`src/logic/sdvc_pkg.sv`:
```
// Package of constants, register layouts and types for the synth divider and calibration block
package sdvc_pkg;

    // ------------------------------------------------------------
    // Register offsets
    // ------------------------------------------------------------
    localparam int ADDR_W = 12;
    localparam logic [ADDR_W-1:0] ADDR_COMMIT = 12'h00f;
    localparam logic [ADDR_W-1:0] ADDR_FB_A = 12'h201;
    localparam logic [ADDR_W-1:0] ADDR_CAL = 12'h203;
    localparam logic [ADDR_W-1:0] ADDR_FB_B = 12'h204;
    localparam logic [ADDR_W-1:0] ADDR_LF = 12'h205;
    localparam logic [ADDR_W-1:0] ADDR_FB_C = 12'h207;
    localparam logic [ADDR_W-1:0] ADDR_FB_D = 12'h208;
    localparam logic [ADDR_W-1:0] ADDR_SYNC = 12'h32a;
    localparam logic [ADDR_W-1:0] ADDR_STAT = 12'h509;

    // ------------------------------------------------------------
    // Divider limits and timing
    // ------------------------------------------------------------
    localparam int NUM_CH = 14;
    localparam logic [4:0] R1_MIN = 5'h01;
    localparam logic [2:0] M1_MIN = 3'h3;
    localparam logic [2:0] M1_MAX = 3'h5;
    localparam logic [5:0] B_MIN = 6'h03;
    localparam logic [1:0] PRESCALE_SHIFT = 2'h2;
    localparam logic [8:0] CAL_DIV_MIN = 9'h010;
    localparam logic [2:0] CPOLE1_MAX = 3'h6;
    localparam int CAL_CNT_W = 19;
    localparam int CAL_PFD_PERIODS_DEF = 400000;

    // ------------------------------------------------------------
    // Register layouts
    // ------------------------------------------------------------
    typedef struct packed {logic [6:0] rsvd; logic flag;} sdvc_bit0_t;
    typedef struct packed {logic [2:0] rsvd; logic [4:0] r1;} sdvc_fb_a_t;
    typedef struct packed {logic [1:0] a_cnt; logic [5:0] b_cnt;} sdvc_fb_c_t;
    typedef struct packed {logic [4:0] rsvd; logic [2:0] m1;} sdvc_fb_d_t;
    typedef struct packed {
        logic [1:0] rpole2;
        logic [2:0] cpole1;
        logic [2:0] rzero;
    } sdvc_lf_t;
    typedef struct packed {
        logic [4:0] rsvd;
        logic cal_path;
        logic first_done;
        logic busy;
    } sdvc_status_t;

    // ------------------------------------------------------------
    // Configuration, channel and state types
    // ------------------------------------------------------------
    typedef struct packed {
        sdvc_fb_a_t fb_a;
        logic [7:0] n2;
        sdvc_fb_c_t fb_c;
        sdvc_fb_d_t fb_d;
        sdvc_lf_t lf;
        logic cal;
    } sdvc_cfg_t;

    typedef enum logic [1:0] {SRC_CLEANUP, SRC_SYNTH, SRC_SYSREF} sdvc_src_t;

    typedef struct packed {
        sdvc_src_t src;
        logic use_div;
        logic sysref_retime;
        logic [7:0] div;
    } sdvc_ch_cfg_t;

    typedef enum logic {CAL_IDLE, CAL_RUN} sdvc_cal_state_t;

endpackage : sdvc_pkg

```
`src/logic/sdvc_cal_divider.sv`:
```
// Calibration-only feedback divider: prescaler of four times main count plus swallow count
`timescale 1ns/1ps
module sdvc_cal_divider
    import sdvc_pkg::*;
(
    input wire logic clk,
    input wire logic resetn,
    input wire logic enable,
    input wire logic [5:0] b_cnt,
    input wire logic [1:0] a_cnt,
    output logic tick
);

    typedef struct packed {
        logic [8:0] cnt;
        logic tick;
    } sdvc_cdiv_t;

    sdvc_cdiv_t s_q;
    sdvc_cdiv_t s_d;
    logic [5:0] b_eff;
    logic [8:0] total;

    always_comb begin
        // Main count below its floor is lifted so the ratio stays legal
        b_eff = (b_cnt < B_MIN) ? B_MIN : b_cnt;
        total = 9'({3'h0, b_eff} << PRESCALE_SHIFT) + 9'({7'h0, a_cnt});
        if (total < CAL_DIV_MIN) begin
            total = CAL_DIV_MIN;
        end
        s_d = s_q;
        s_d.tick = 1'b0;
        if (!enable) begin
            s_d.cnt = '0;
        end else if (s_q.cnt >= total - 9'h001) begin
            s_d.cnt = '0;
            s_d.tick = 1'b1;
        end else begin
            s_d.cnt = s_q.cnt + 9'h001;
        end
    end

    always_ff @(posedge clk) begin
        if (!resetn) begin
            s_q <= '0;
        end else begin
            s_q <= s_d;
        end
    end

    assign tick = s_q.tick;

endmodule : sdvc_cal_divider

```
`src/logic/sdvc_top.sv`:
```
// Synthesizer divider, VCO calibration sequencer and output channel sync control
// Function
// - Reference predivider divides by one to thirty-one
// - Normal feedback is integer divider times output divider
// - Calibration divider is four times main plus swallow
// - Calibration path only used while calibration runs
// - VCO output divider supports three, four, five
// - Calibration starts on rising calibrate bit
// - Status busy flag set during calibration only
// - Calibration completion issues an output sync
// - Synth-sourced channels held until first calibration
// - Calibration lasts four hundred thousand PFD periods
// - Fourteen channels, selectable source, 8-bit divider
// - Coarse delay only with channel divider path
// - Sync resets dividers of divider-path channels only, except SYSREF channels without retime
// - Fine delay available on every channel
// - Loop filter selects eight, seven, four values
// - Sync happens on falling edge of sync bit
`timescale 1ns/1ps
module sdvc_top
    import sdvc_pkg::*;
#(
    parameter int CAL_PFD_PERIODS = CAL_PFD_PERIODS_DEF
)
(
    input wire logic clk,
    input wire logic resetn,
    input wire logic [ADDR_W-1:0] reg_addr,
    input wire logic [7:0] reg_wdata,
    input wire logic reg_we,
    input wire logic reg_re,
    output logic [7:0] reg_rdata,
    input wire sdvc_ch_cfg_t [NUM_CH-1:0] ch_cfg,
    output logic pfd_tick,
    output logic fb_tick,
    output logic cal_path_sel,
    output logic cal_busy,
    output logic sync_event,
    output logic [2:0] lf_rzero,
    output logic [2:0] lf_cpole1,
    output logic [1:0] lf_rpole2,
    output logic [NUM_CH-1:0] ch_pulse,
    output logic [NUM_CH-1:0] ch_held,
    output logic [NUM_CH-1:0] ch_coarse_ok,
    output logic [NUM_CH-1:0] ch_sync_ok,
    output logic [NUM_CH-1:0] ch_fine_ok
);

    // ------------------------------------------------------------
    // State
    // ------------------------------------------------------------
    localparam logic [CAL_CNT_W-1:0] CAL_LAST = CAL_CNT_W'(CAL_PFD_PERIODS - 1);

    typedef struct packed {
        sdvc_cfg_t stg;
        sdvc_cfg_t act;
        logic sync_bit;
        logic [4:0] ref_cnt;
        logic [2:0] m1_cnt;
        logic [7:0] n2_cnt;
        sdvc_cal_state_t cal_state;
        logic [CAL_CNT_W-1:0] cal_cnt;
        logic cal_arm;
        logic cal_sel;
        logic first_done;
        logic pfd_tick;
        logic fb_tick;
        logic sync_event;
        logic [NUM_CH-1:0][7:0] ch_cnt;
        logic [NUM_CH-1:0] ch_pulse;
        logic [NUM_CH-1:0] ch_held;
        logic [NUM_CH-1:0] ch_coarse_ok;
        logic [NUM_CH-1:0] ch_sync_ok;
        logic [NUM_CH-1:0] ch_fine_ok;
        logic [7:0] rdata;
    } sdvc_state_t;

    sdvc_state_t s_q;
    sdvc_state_t s_d;
    logic cal_div_tick;

    // ------------------------------------------------------------
    // Helpers
    // ------------------------------------------------------------
    // Wrap compare for dividers where a zero setting means full range
    function automatic logic at_wrap(input logic [7:0] cnt, input logic [7:0] div);
        at_wrap = (cnt == 8'(div - 8'h01));
    endfunction : at_wrap

    function automatic logic [2:0] m1_clamp(input logic [2:0] m1);
        if (m1 < M1_MIN) begin
            m1_clamp = M1_MIN;
        end else if (m1 > M1_MAX) begin
            m1_clamp = M1_MAX;
        end else begin
            m1_clamp = m1;
        end
    endfunction : m1_clamp

    // ------------------------------------------------------------
    // Calibration feedback divider
    // ------------------------------------------------------------
    sdvc_cal_divider u_cal_div (
        .clk(clk),
        .resetn(resetn),
        .enable(s_q.cal_sel),
        .b_cnt(s_q.act.fb_c.b_cnt),
        .a_cnt(s_q.act.fb_c.a_cnt),
        .tick(cal_div_tick)
    );

    // ------------------------------------------------------------
    // Next-state logic
    // ------------------------------------------------------------
    always_comb begin
        logic [4:0] r1_eff;
        logic [2:0] m1_eff;
        logic commit;
        logic sync_req;
        logic cal_done;
        sdvc_bit0_t wbit;
        sdvc_status_t stat;
        r1_eff = '0;
        m1_eff = '0;
        commit = 1'b0;
        sync_req = 1'b0;
        cal_done = 1'b0;
        wbit = sdvc_bit0_t'(reg_wdata);
        stat = '0;

        s_d = s_q;
        s_d.pfd_tick = 1'b0;
        s_d.fb_tick = 1'b0;
        s_d.sync_event = 1'b0;

        // Register writes other than commit and sync land in the staged copy
        if (reg_we) begin
            if (reg_addr == ADDR_COMMIT) begin
                commit = wbit.flag;
            end else if (reg_addr == ADDR_FB_A) begin
                s_d.stg.fb_a = sdvc_fb_a_t'(reg_wdata);
            end else if (reg_addr == ADDR_CAL) begin
                s_d.stg.cal = wbit.flag;
            end else if (reg_addr == ADDR_FB_B) begin
                s_d.stg.n2 = reg_wdata;
            end else if (reg_addr == ADDR_LF) begin
                s_d.stg.lf = sdvc_lf_t'(reg_wdata);
            end else if (reg_addr == ADDR_FB_C) begin
                s_d.stg.fb_c = sdvc_fb_c_t'(reg_wdata);
            end else if (reg_addr == ADDR_FB_D) begin
                s_d.stg.fb_d = sdvc_fb_d_t'(reg_wdata);
            end else if (reg_addr == ADDR_SYNC) begin
                s_d.sync_bit = wbit.flag;
            end
        end

        // The commit pulse copies the staged settings in one step
        if (commit) begin
            s_d.act = s_d.stg;
            // Seven capacitor choices only; the eighth code folds onto the last
            if (s_d.act.lf.cpole1 > CPOLE1_MAX) begin
                s_d.act.lf.cpole1 = CPOLE1_MAX;
            end
        end

        // The pre-divider floor keeps a zero setting from stalling the PFD
        r1_eff = (s_q.act.fb_a.r1 < R1_MIN) ? R1_MIN : s_q.act.fb_a.r1;
        if (s_q.ref_cnt >= r1_eff - 5'h01) begin
            s_d.ref_cnt = '0;
            s_d.pfd_tick = 1'b1;
        end else begin
            s_d.ref_cnt = s_q.ref_cnt + 5'h01;
        end

        // ------------------------------------------------------------
        // Feedback path
        // ------------------------------------------------------------
        m1_eff = m1_clamp(s_q.act.fb_d.m1);
        if (s_q.cal_sel) begin
            s_d.m1_cnt = '0;
            s_d.n2_cnt = '0;
            s_d.fb_tick = cal_div_tick;
        end else if (s_q.m1_cnt >= m1_eff - 3'h1) begin
            s_d.m1_cnt = '0;
            if (at_wrap(s_q.n2_cnt, s_q.act.n2)) begin
                s_d.n2_cnt = '0;
                s_d.fb_tick = 1'b1;
            end else begin
                s_d.n2_cnt = s_q.n2_cnt + 8'h01;
            end
        end else begin
            s_d.m1_cnt = s_q.m1_cnt + 3'h1;
        end

        // ------------------------------------------------------------
        // Calibration sequencer
        // ------------------------------------------------------------
        // Holding the bit high never restarts; it must be seen low first
        if (!s_q.act.cal) begin
            s_d.cal_arm = 1'b1;
        end
        case (s_q.cal_state)
            CAL_IDLE: begin
                s_d.cal_sel = 1'b0;
                if (s_q.act.cal && s_q.cal_arm) begin
                    s_d.cal_state = CAL_RUN;
                    s_d.cal_arm = 1'b0;
                    s_d.cal_cnt = '0;
                    s_d.cal_sel = 1'b1;
                end
            end
            CAL_RUN: begin
                if (s_q.pfd_tick) begin
                    if (s_q.cal_cnt == CAL_LAST) begin
                        cal_done = 1'b1;
                    end else begin
                        s_d.cal_cnt = s_q.cal_cnt + CAL_CNT_W'(1);
                    end
                end
                if (cal_done) begin
                    s_d.cal_state = CAL_IDLE;
                    s_d.cal_sel = 1'b0;
                    s_d.first_done = 1'b1;
                end
            end
            default: begin
                s_d.cal_state = CAL_IDLE;
                s_d.cal_sel = 1'b0;
            end
        endcase

        // ------------------------------------------------------------
        // Output sync
        // ------------------------------------------------------------
        // A falling sync bit or a finished calibration resets the dividers of sync-enabled channels
        sync_req = (s_q.sync_bit && !s_d.sync_bit) || cal_done;
        s_d.sync_event = sync_req;

        for (int i = 0; i < NUM_CH; i++) begin
            s_d.ch_fine_ok[i] = 1'b1;
            s_d.ch_coarse_ok[i] = ch_cfg[i].use_div &&
                (ch_cfg[i].src != SRC_SYSREF || ch_cfg[i].sysref_retime);
            s_d.ch_sync_ok[i] = s_d.ch_coarse_ok[i];
            // Outputs stay quiet while the sync bit is up
            s_d.ch_held[i] = s_d.sync_bit ||
                (ch_cfg[i].src == SRC_SYNTH && !s_d.first_done);
            s_d.ch_pulse[i] = 1'b0;
            if (sync_req && s_d.ch_sync_ok[i]) begin
                s_d.ch_cnt[i] = '0;
            end else if (!ch_cfg[i].use_div) begin
                s_d.ch_cnt[i] = '0;
                s_d.ch_pulse[i] = !s_d.ch_held[i];
            end else if (at_wrap(s_q.ch_cnt[i], ch_cfg[i].div)) begin
                s_d.ch_cnt[i] = '0;
                s_d.ch_pulse[i] = !s_d.ch_held[i];
            end else begin
                s_d.ch_cnt[i] = s_q.ch_cnt[i] + 8'h01;
            end
        end

        // ------------------------------------------------------------
        // Register reads
        // ------------------------------------------------------------
        stat.busy = (s_q.cal_state == CAL_RUN);
        stat.first_done = s_q.first_done;
        stat.cal_path = s_q.cal_sel;
        if (reg_re) begin
            if (reg_addr == ADDR_FB_A) begin
                s_d.rdata = 8'(s_q.stg.fb_a);
            end else if (reg_addr == ADDR_CAL) begin
                s_d.rdata = {7'h00, s_q.stg.cal};
            end else if (reg_addr == ADDR_FB_B) begin
                s_d.rdata = s_q.stg.n2;
            end else if (reg_addr == ADDR_LF) begin
                s_d.rdata = 8'(s_q.stg.lf);
            end else if (reg_addr == ADDR_FB_C) begin
                s_d.rdata = 8'(s_q.stg.fb_c);
            end else if (reg_addr == ADDR_FB_D) begin
                s_d.rdata = 8'(s_q.stg.fb_d);
            end else if (reg_addr == ADDR_SYNC) begin
                s_d.rdata = {7'h00, s_q.sync_bit};
            end else if (reg_addr == ADDR_STAT) begin
                s_d.rdata = 8'(stat);
            end else begin
                // Commit bit self-clears, so it reads zero like unmapped space
                s_d.rdata = 8'h00;
            end
        end
    end

    // ------------------------------------------------------------
    // State register
    // ------------------------------------------------------------
    always_ff @(posedge clk) begin
        if (!resetn) begin
            s_q <= '0;
        end else begin
            s_q <= s_d;
        end
    end

    // ------------------------------------------------------------
    // Outputs
    // ------------------------------------------------------------
    assign reg_rdata = s_q.rdata;
    assign pfd_tick = s_q.pfd_tick;
    assign fb_tick = s_q.fb_tick;
    assign cal_path_sel = s_q.cal_sel;
    assign cal_busy = (s_q.cal_state == CAL_RUN);
    assign sync_event = s_q.sync_event;
    assign lf_rzero = s_q.act.lf.rzero;
    assign lf_cpole1 = s_q.act.lf.cpole1;
    assign lf_rpole2 = s_q.act.lf.rpole2;
    assign ch_pulse = s_q.ch_pulse;
    assign ch_held = s_q.ch_held;
    assign ch_coarse_ok = s_q.ch_coarse_ok;
    assign ch_sync_ok = s_q.ch_sync_ok;
    assign ch_fine_ok = s_q.ch_fine_ok;

endmodule : sdvc_top

```
`config.mk`:
```
export PLATFORM = sky130hd
export DESIGN_NAME = sdvc_top
export DESIGN_NICKNAME = d
export VERILOG_FILES = /design/src/logic/sdvc_pkg.sv /design/src/logic/sdvc_cal_divider.sv /design/src/logic/sdvc_top.sv
export SDC_FILE = /design/constraint.sdc
export NUM_CORES = 1
export LEC_CHECK = 0
export BUFFER_PORTS_ARGS = -buffer_cell sky130_fd_sc_hd__buf_2
export CELL_PAD_IN_SITES_DETAIL_PLACEMENT = 2
export CELL_PAD_IN_SITES_GLOBAL_PLACEMENT = 2
export CORE_MARGIN = 2
export CORE_UTILIZATION = 37
export DETAILED_ROUTE_END_ITERATION = 10
export GPL_ROUTABILITY_DRIVEN = 0
export PLACE_DENSITY_LB_ADDON = 0.1
export SETUP_SLACK_MARGIN = 0.4
export SYNTH_ARGS = -nofsm -noshare
export SYNTH_HDL_FRONTEND = slang
export SYNTH_SLANG_ARGS = --single-unit
```
`constraint.sdc`:
```
create_clock -name clk -period 8.3 [get_ports clk]
set_clock_uncertainty 0.1 [all_clocks]
set_input_delay 1.245 -clock clk [delete_from_list [all_inputs] [get_ports clk]]
set_output_delay 1.245 -clock clk [all_outputs]
set_load 0.005 [all_outputs]
```
==> results by group <==
Detailed routing
  • DR DRC count: 0
  • Total wire length: 53950 um
  • Vias/cell: between 5 and 6
  • DRT Pass-1 Iters: 4
  • DR iter-0 viols: 582
  • Routed len/inst: 19.78 um
  • Routed Antenna Nets: 0
  • Vias: 14480

Yosys
  • Mux share of post-synthesis cell area: 0.02732
  • Largest family of logic cells by synthesized area: simple AND/OR/NAND/NOR gates
  • Syn Inst Count: slightly below 2000
  • Number of synthesized flops with an enable pin: 0
  • Syn Nets: between 2000 and 2500
  • Adder-Cell Fraction of Synth Area: 0.04087
  • Top post-synthesis cells by area: dfxtp_1 35%, xor2_1 8.6%, xnor2_1 6.3%
  • Synth area leader: dfxtp_1
  • Simple-gate share of the synthesized area: 0.2442
  • Synthesized area per cell: 8.602 um2
  • Number of synthesized register bits: 290
  • XOR/XNOR Fraction of Synth Area: 0.1489
  • Yosys warns: 0
  • Post-synth top flop: dfxtp_1
  • Asr flop ratio synth: 0
  • Distinct cells, synth: 87
  • Yosys top cell area share: 0.3512
  • Compound-gate portion of the synthesized area: 0.1133
  • Seq/Total Area, Yosys: 0.3512
  • Mapped cell area: between 15000 and 20000 um2

Clock network
  • CTS Hold Buffers Added: 0
  • CTS tree: yes
  • Setup Buffers After CTS: 0
  • Clock sink total: 290
  • CTS Buf Count: 37
  • Root Driver: clkbuf_16
  • CTS H-tree depth: 2
  • Worst-path clk slew: 0.05 ns
  • Buffer levels on the longest clock path: 3
  • Post-CTS resize count: 0
  • Skew-Pair Late Insertion Delay: 0.55 ns

Floorplan
  • Std cell rows: 77
  • Die Ht: 215.4 um
  • Core area: 44120 um2
  • Die ar.: 46390 um2
  • Die Wd: 215.4 um
  • Io pins: 283
  • Initial Utilization: 0.3747

Worst setup path
  • CP Class: primary input to flip-flop
  • Data arrival, critical path: 4.14 ns
  • Worst Path Max Fanout: 26
  • Kind of start point of the critical path: primary input
  • CP Capture Type: flip-flop
  • CP required: 8.68 ns

Timing
  • Final hold viol count: 0
  • Worst-Margin Slew: 1.107 ns
  • Crit path time final: 3.761 ns
  • Final period util: 0.4532
  • Setup violations, final: 0
  • Max-slew violations: 0
  • Peak Freq: 265.9 MHz
  • Unrepaired setup endpoints after global routing: false
  • Max_slew headroom: 0.2557
  • Setup TNS: 0 ns

Cells and area
  • Area delta synth->final: 15.11%
  • FF+latch area: 5806 um2
  • Filler cells: 5042
  • Share of layout cells above drive strength 1: 0.1887
  • Multi-input logic area: 9505 um2
  • Design area: 19030 um2
  • Fin cells: 2727
  • Final #Nets: 2348

Worst hold path
  • Hold Crit Class: flip-flop to flip-flop

Power and ir drop
  • Peak VDD IR: between 100 and 150 uV
  • Power per cell area: 183.3 nW/um2
  • Leak pwr: ~0.0079 uW

Place
  • Placed inst area: roughly 18000 um2
  • Port Buffers: 282
  • Placed cell count: between 2000 and 3000
  • DP HPWL: 40310 um

Global route
  • Largest net degree at the start of global routing: 67
  • Antenna violations before repair: 2
  • Number of global-route vias before repair: 15740
  • Total GRT Usage: 0.2306
  • Grt ovf: 0
  • First-pass GRT wire length: 86390 um

Job
  • Max-Cap Viols: 0

Outcome
  • Status: completed
[cells in the mapped netlist, types with 6 or more instances]
master and instances:
a211oi_1 10, a21o_1 11, a21oi_1 65, a31oi_1 26
and2_1 11, and3_1 45, and3b_1 9, buf_2 9
buf_4 88, clkbuf_1 37, dfxtp_1 290, ha_1 54
inv_1 66, mux2_2 9, mux2i_1 35, nand2_1 147
nand2b_1 25, nand3_1 101, nand3b_1 13, nand4_1 17
nor2_1 181, nor2b_1 15, nor3_1 80, nor3b_1 19
nor4_1 53, o2111ai_1 8, o21a_1 10, o21ai_0 45
o31ai_1 23, o41ai_1 6, or3_1 7, xnor2_1 118
xor2_1 163
[flip-flops by register name (all words and copies together) (netlist names), 2 cells and up]
register,count
u_cal_div.s_q,9
ch_held,14
reg_rdata,8
s_q,216
lf_rzero,3
ch_pulse,14
lf_cpole1,3
lf_rpole2,2
ch_sync_ok,14
[routing by layer]
metal / up-vias / global-route usage / share of wire
met5: - / 0 / 0
met4: 0 / 0.05678 / 0.019
met3: 70 / 0.03735 / 0.039
met2: 241 / 0.4088 / 0.49
met1: 7157 / 0.2913 / 0.45
li1: 7013 / - / -
[where the power goes]
part	switching (uW)	total [uW]	internal (uW)
registers	28.9	1450	1420
clock network	641	1680	1040
logic	211	357	146
[logic make-up (layout without fill, tap and decap cells)]
kind of cell             Yosys count  after routing
flip-flops                       290            290
AO/OA/AOI/OAI                    268            268
buffers and inverters            213            421
multiplexers                      44             44
AND/OR/NAND/NOR                  771            771
XOR/XNOR                         281            281
other                              1              6
adder cells (fa/ha/maj)           54             54
[worst max-delay path, cell delays in order]
cell,delay [ns]
buf_2,0.16
or4_1,0.85
nor4_4,0.45
and3_1,0.70
buf_4,0.39
o21ai_0,0.14
a21oi_1,0.17
[through the flow]
stage               total power [uW]  setup WS (ns)    util  hold WS, ns
detailed placement              1840          4.006  0.4024       0.3425
global route                    3647          4.368  0.4311       0.3670
finish                          3488          4.539  0.4313       0.3470
CTS                             3542          4.548  0.4310       0.3552
global placement                1822          4.157  0.4024       0.3320
floorplan                       1703          5.043       -       0.3173
[cell type report]
cell class / count / area share
inverter: 67 / 0.01335
timing repair buffer: 287 / 0.07613
sequential: 290 / 0.3051
clock inverter: 13 / 0.009007
multi-input combinational: 1419 / 0.4995
clock buffer: 54 / 0.05740
antenna: 5 / 0.0006575
tap: 592 / 0.03892
[final timing paths]
kind	slack (ns)	start	cells past startpoint	endpoint
max	4.54	reg_addr[5]	7	s_q[269]$_SDFFE_PN0P_
min	0.35	s_q[224]$_SDFF_PP0_	1	s_q[224]$_SDFF_PP0_
max reg2reg	5.05	s_q[252]$_SDFFE_PN0P_	11	u_cal_div.s_q[7]$_SDFF_PP0_
min reg2reg	0.35	s_q[224]$_SDFF_PP0_	1	s_q[224]$_SDFF_PP0_
[cell usage in the layout, fill, tap and decap left out, types with 53 or more instances in the layout]
| master | synthesis | layout |
|---|---|---|
| buf_2 | 9 | 282 |
| nor4_1 | 53 | 53 |
| nand2_1 | 147 | 147 |
| nor3_1 | 80 | 80 |
| nand3_1 | 101 | 101 |
| dfxtp_1 | 290 | 290 |
| ha_1 | 54 | 54 |
| xor2_1 | 163 | 163 |
| xnor2_1 | 118 | 118 |
| a21oi_1 | 65 | 65 |
| inv_1 | 66 | 66 |
| nor2_1 | 181 | 180 |
Power figures use the tool's default switching activity.
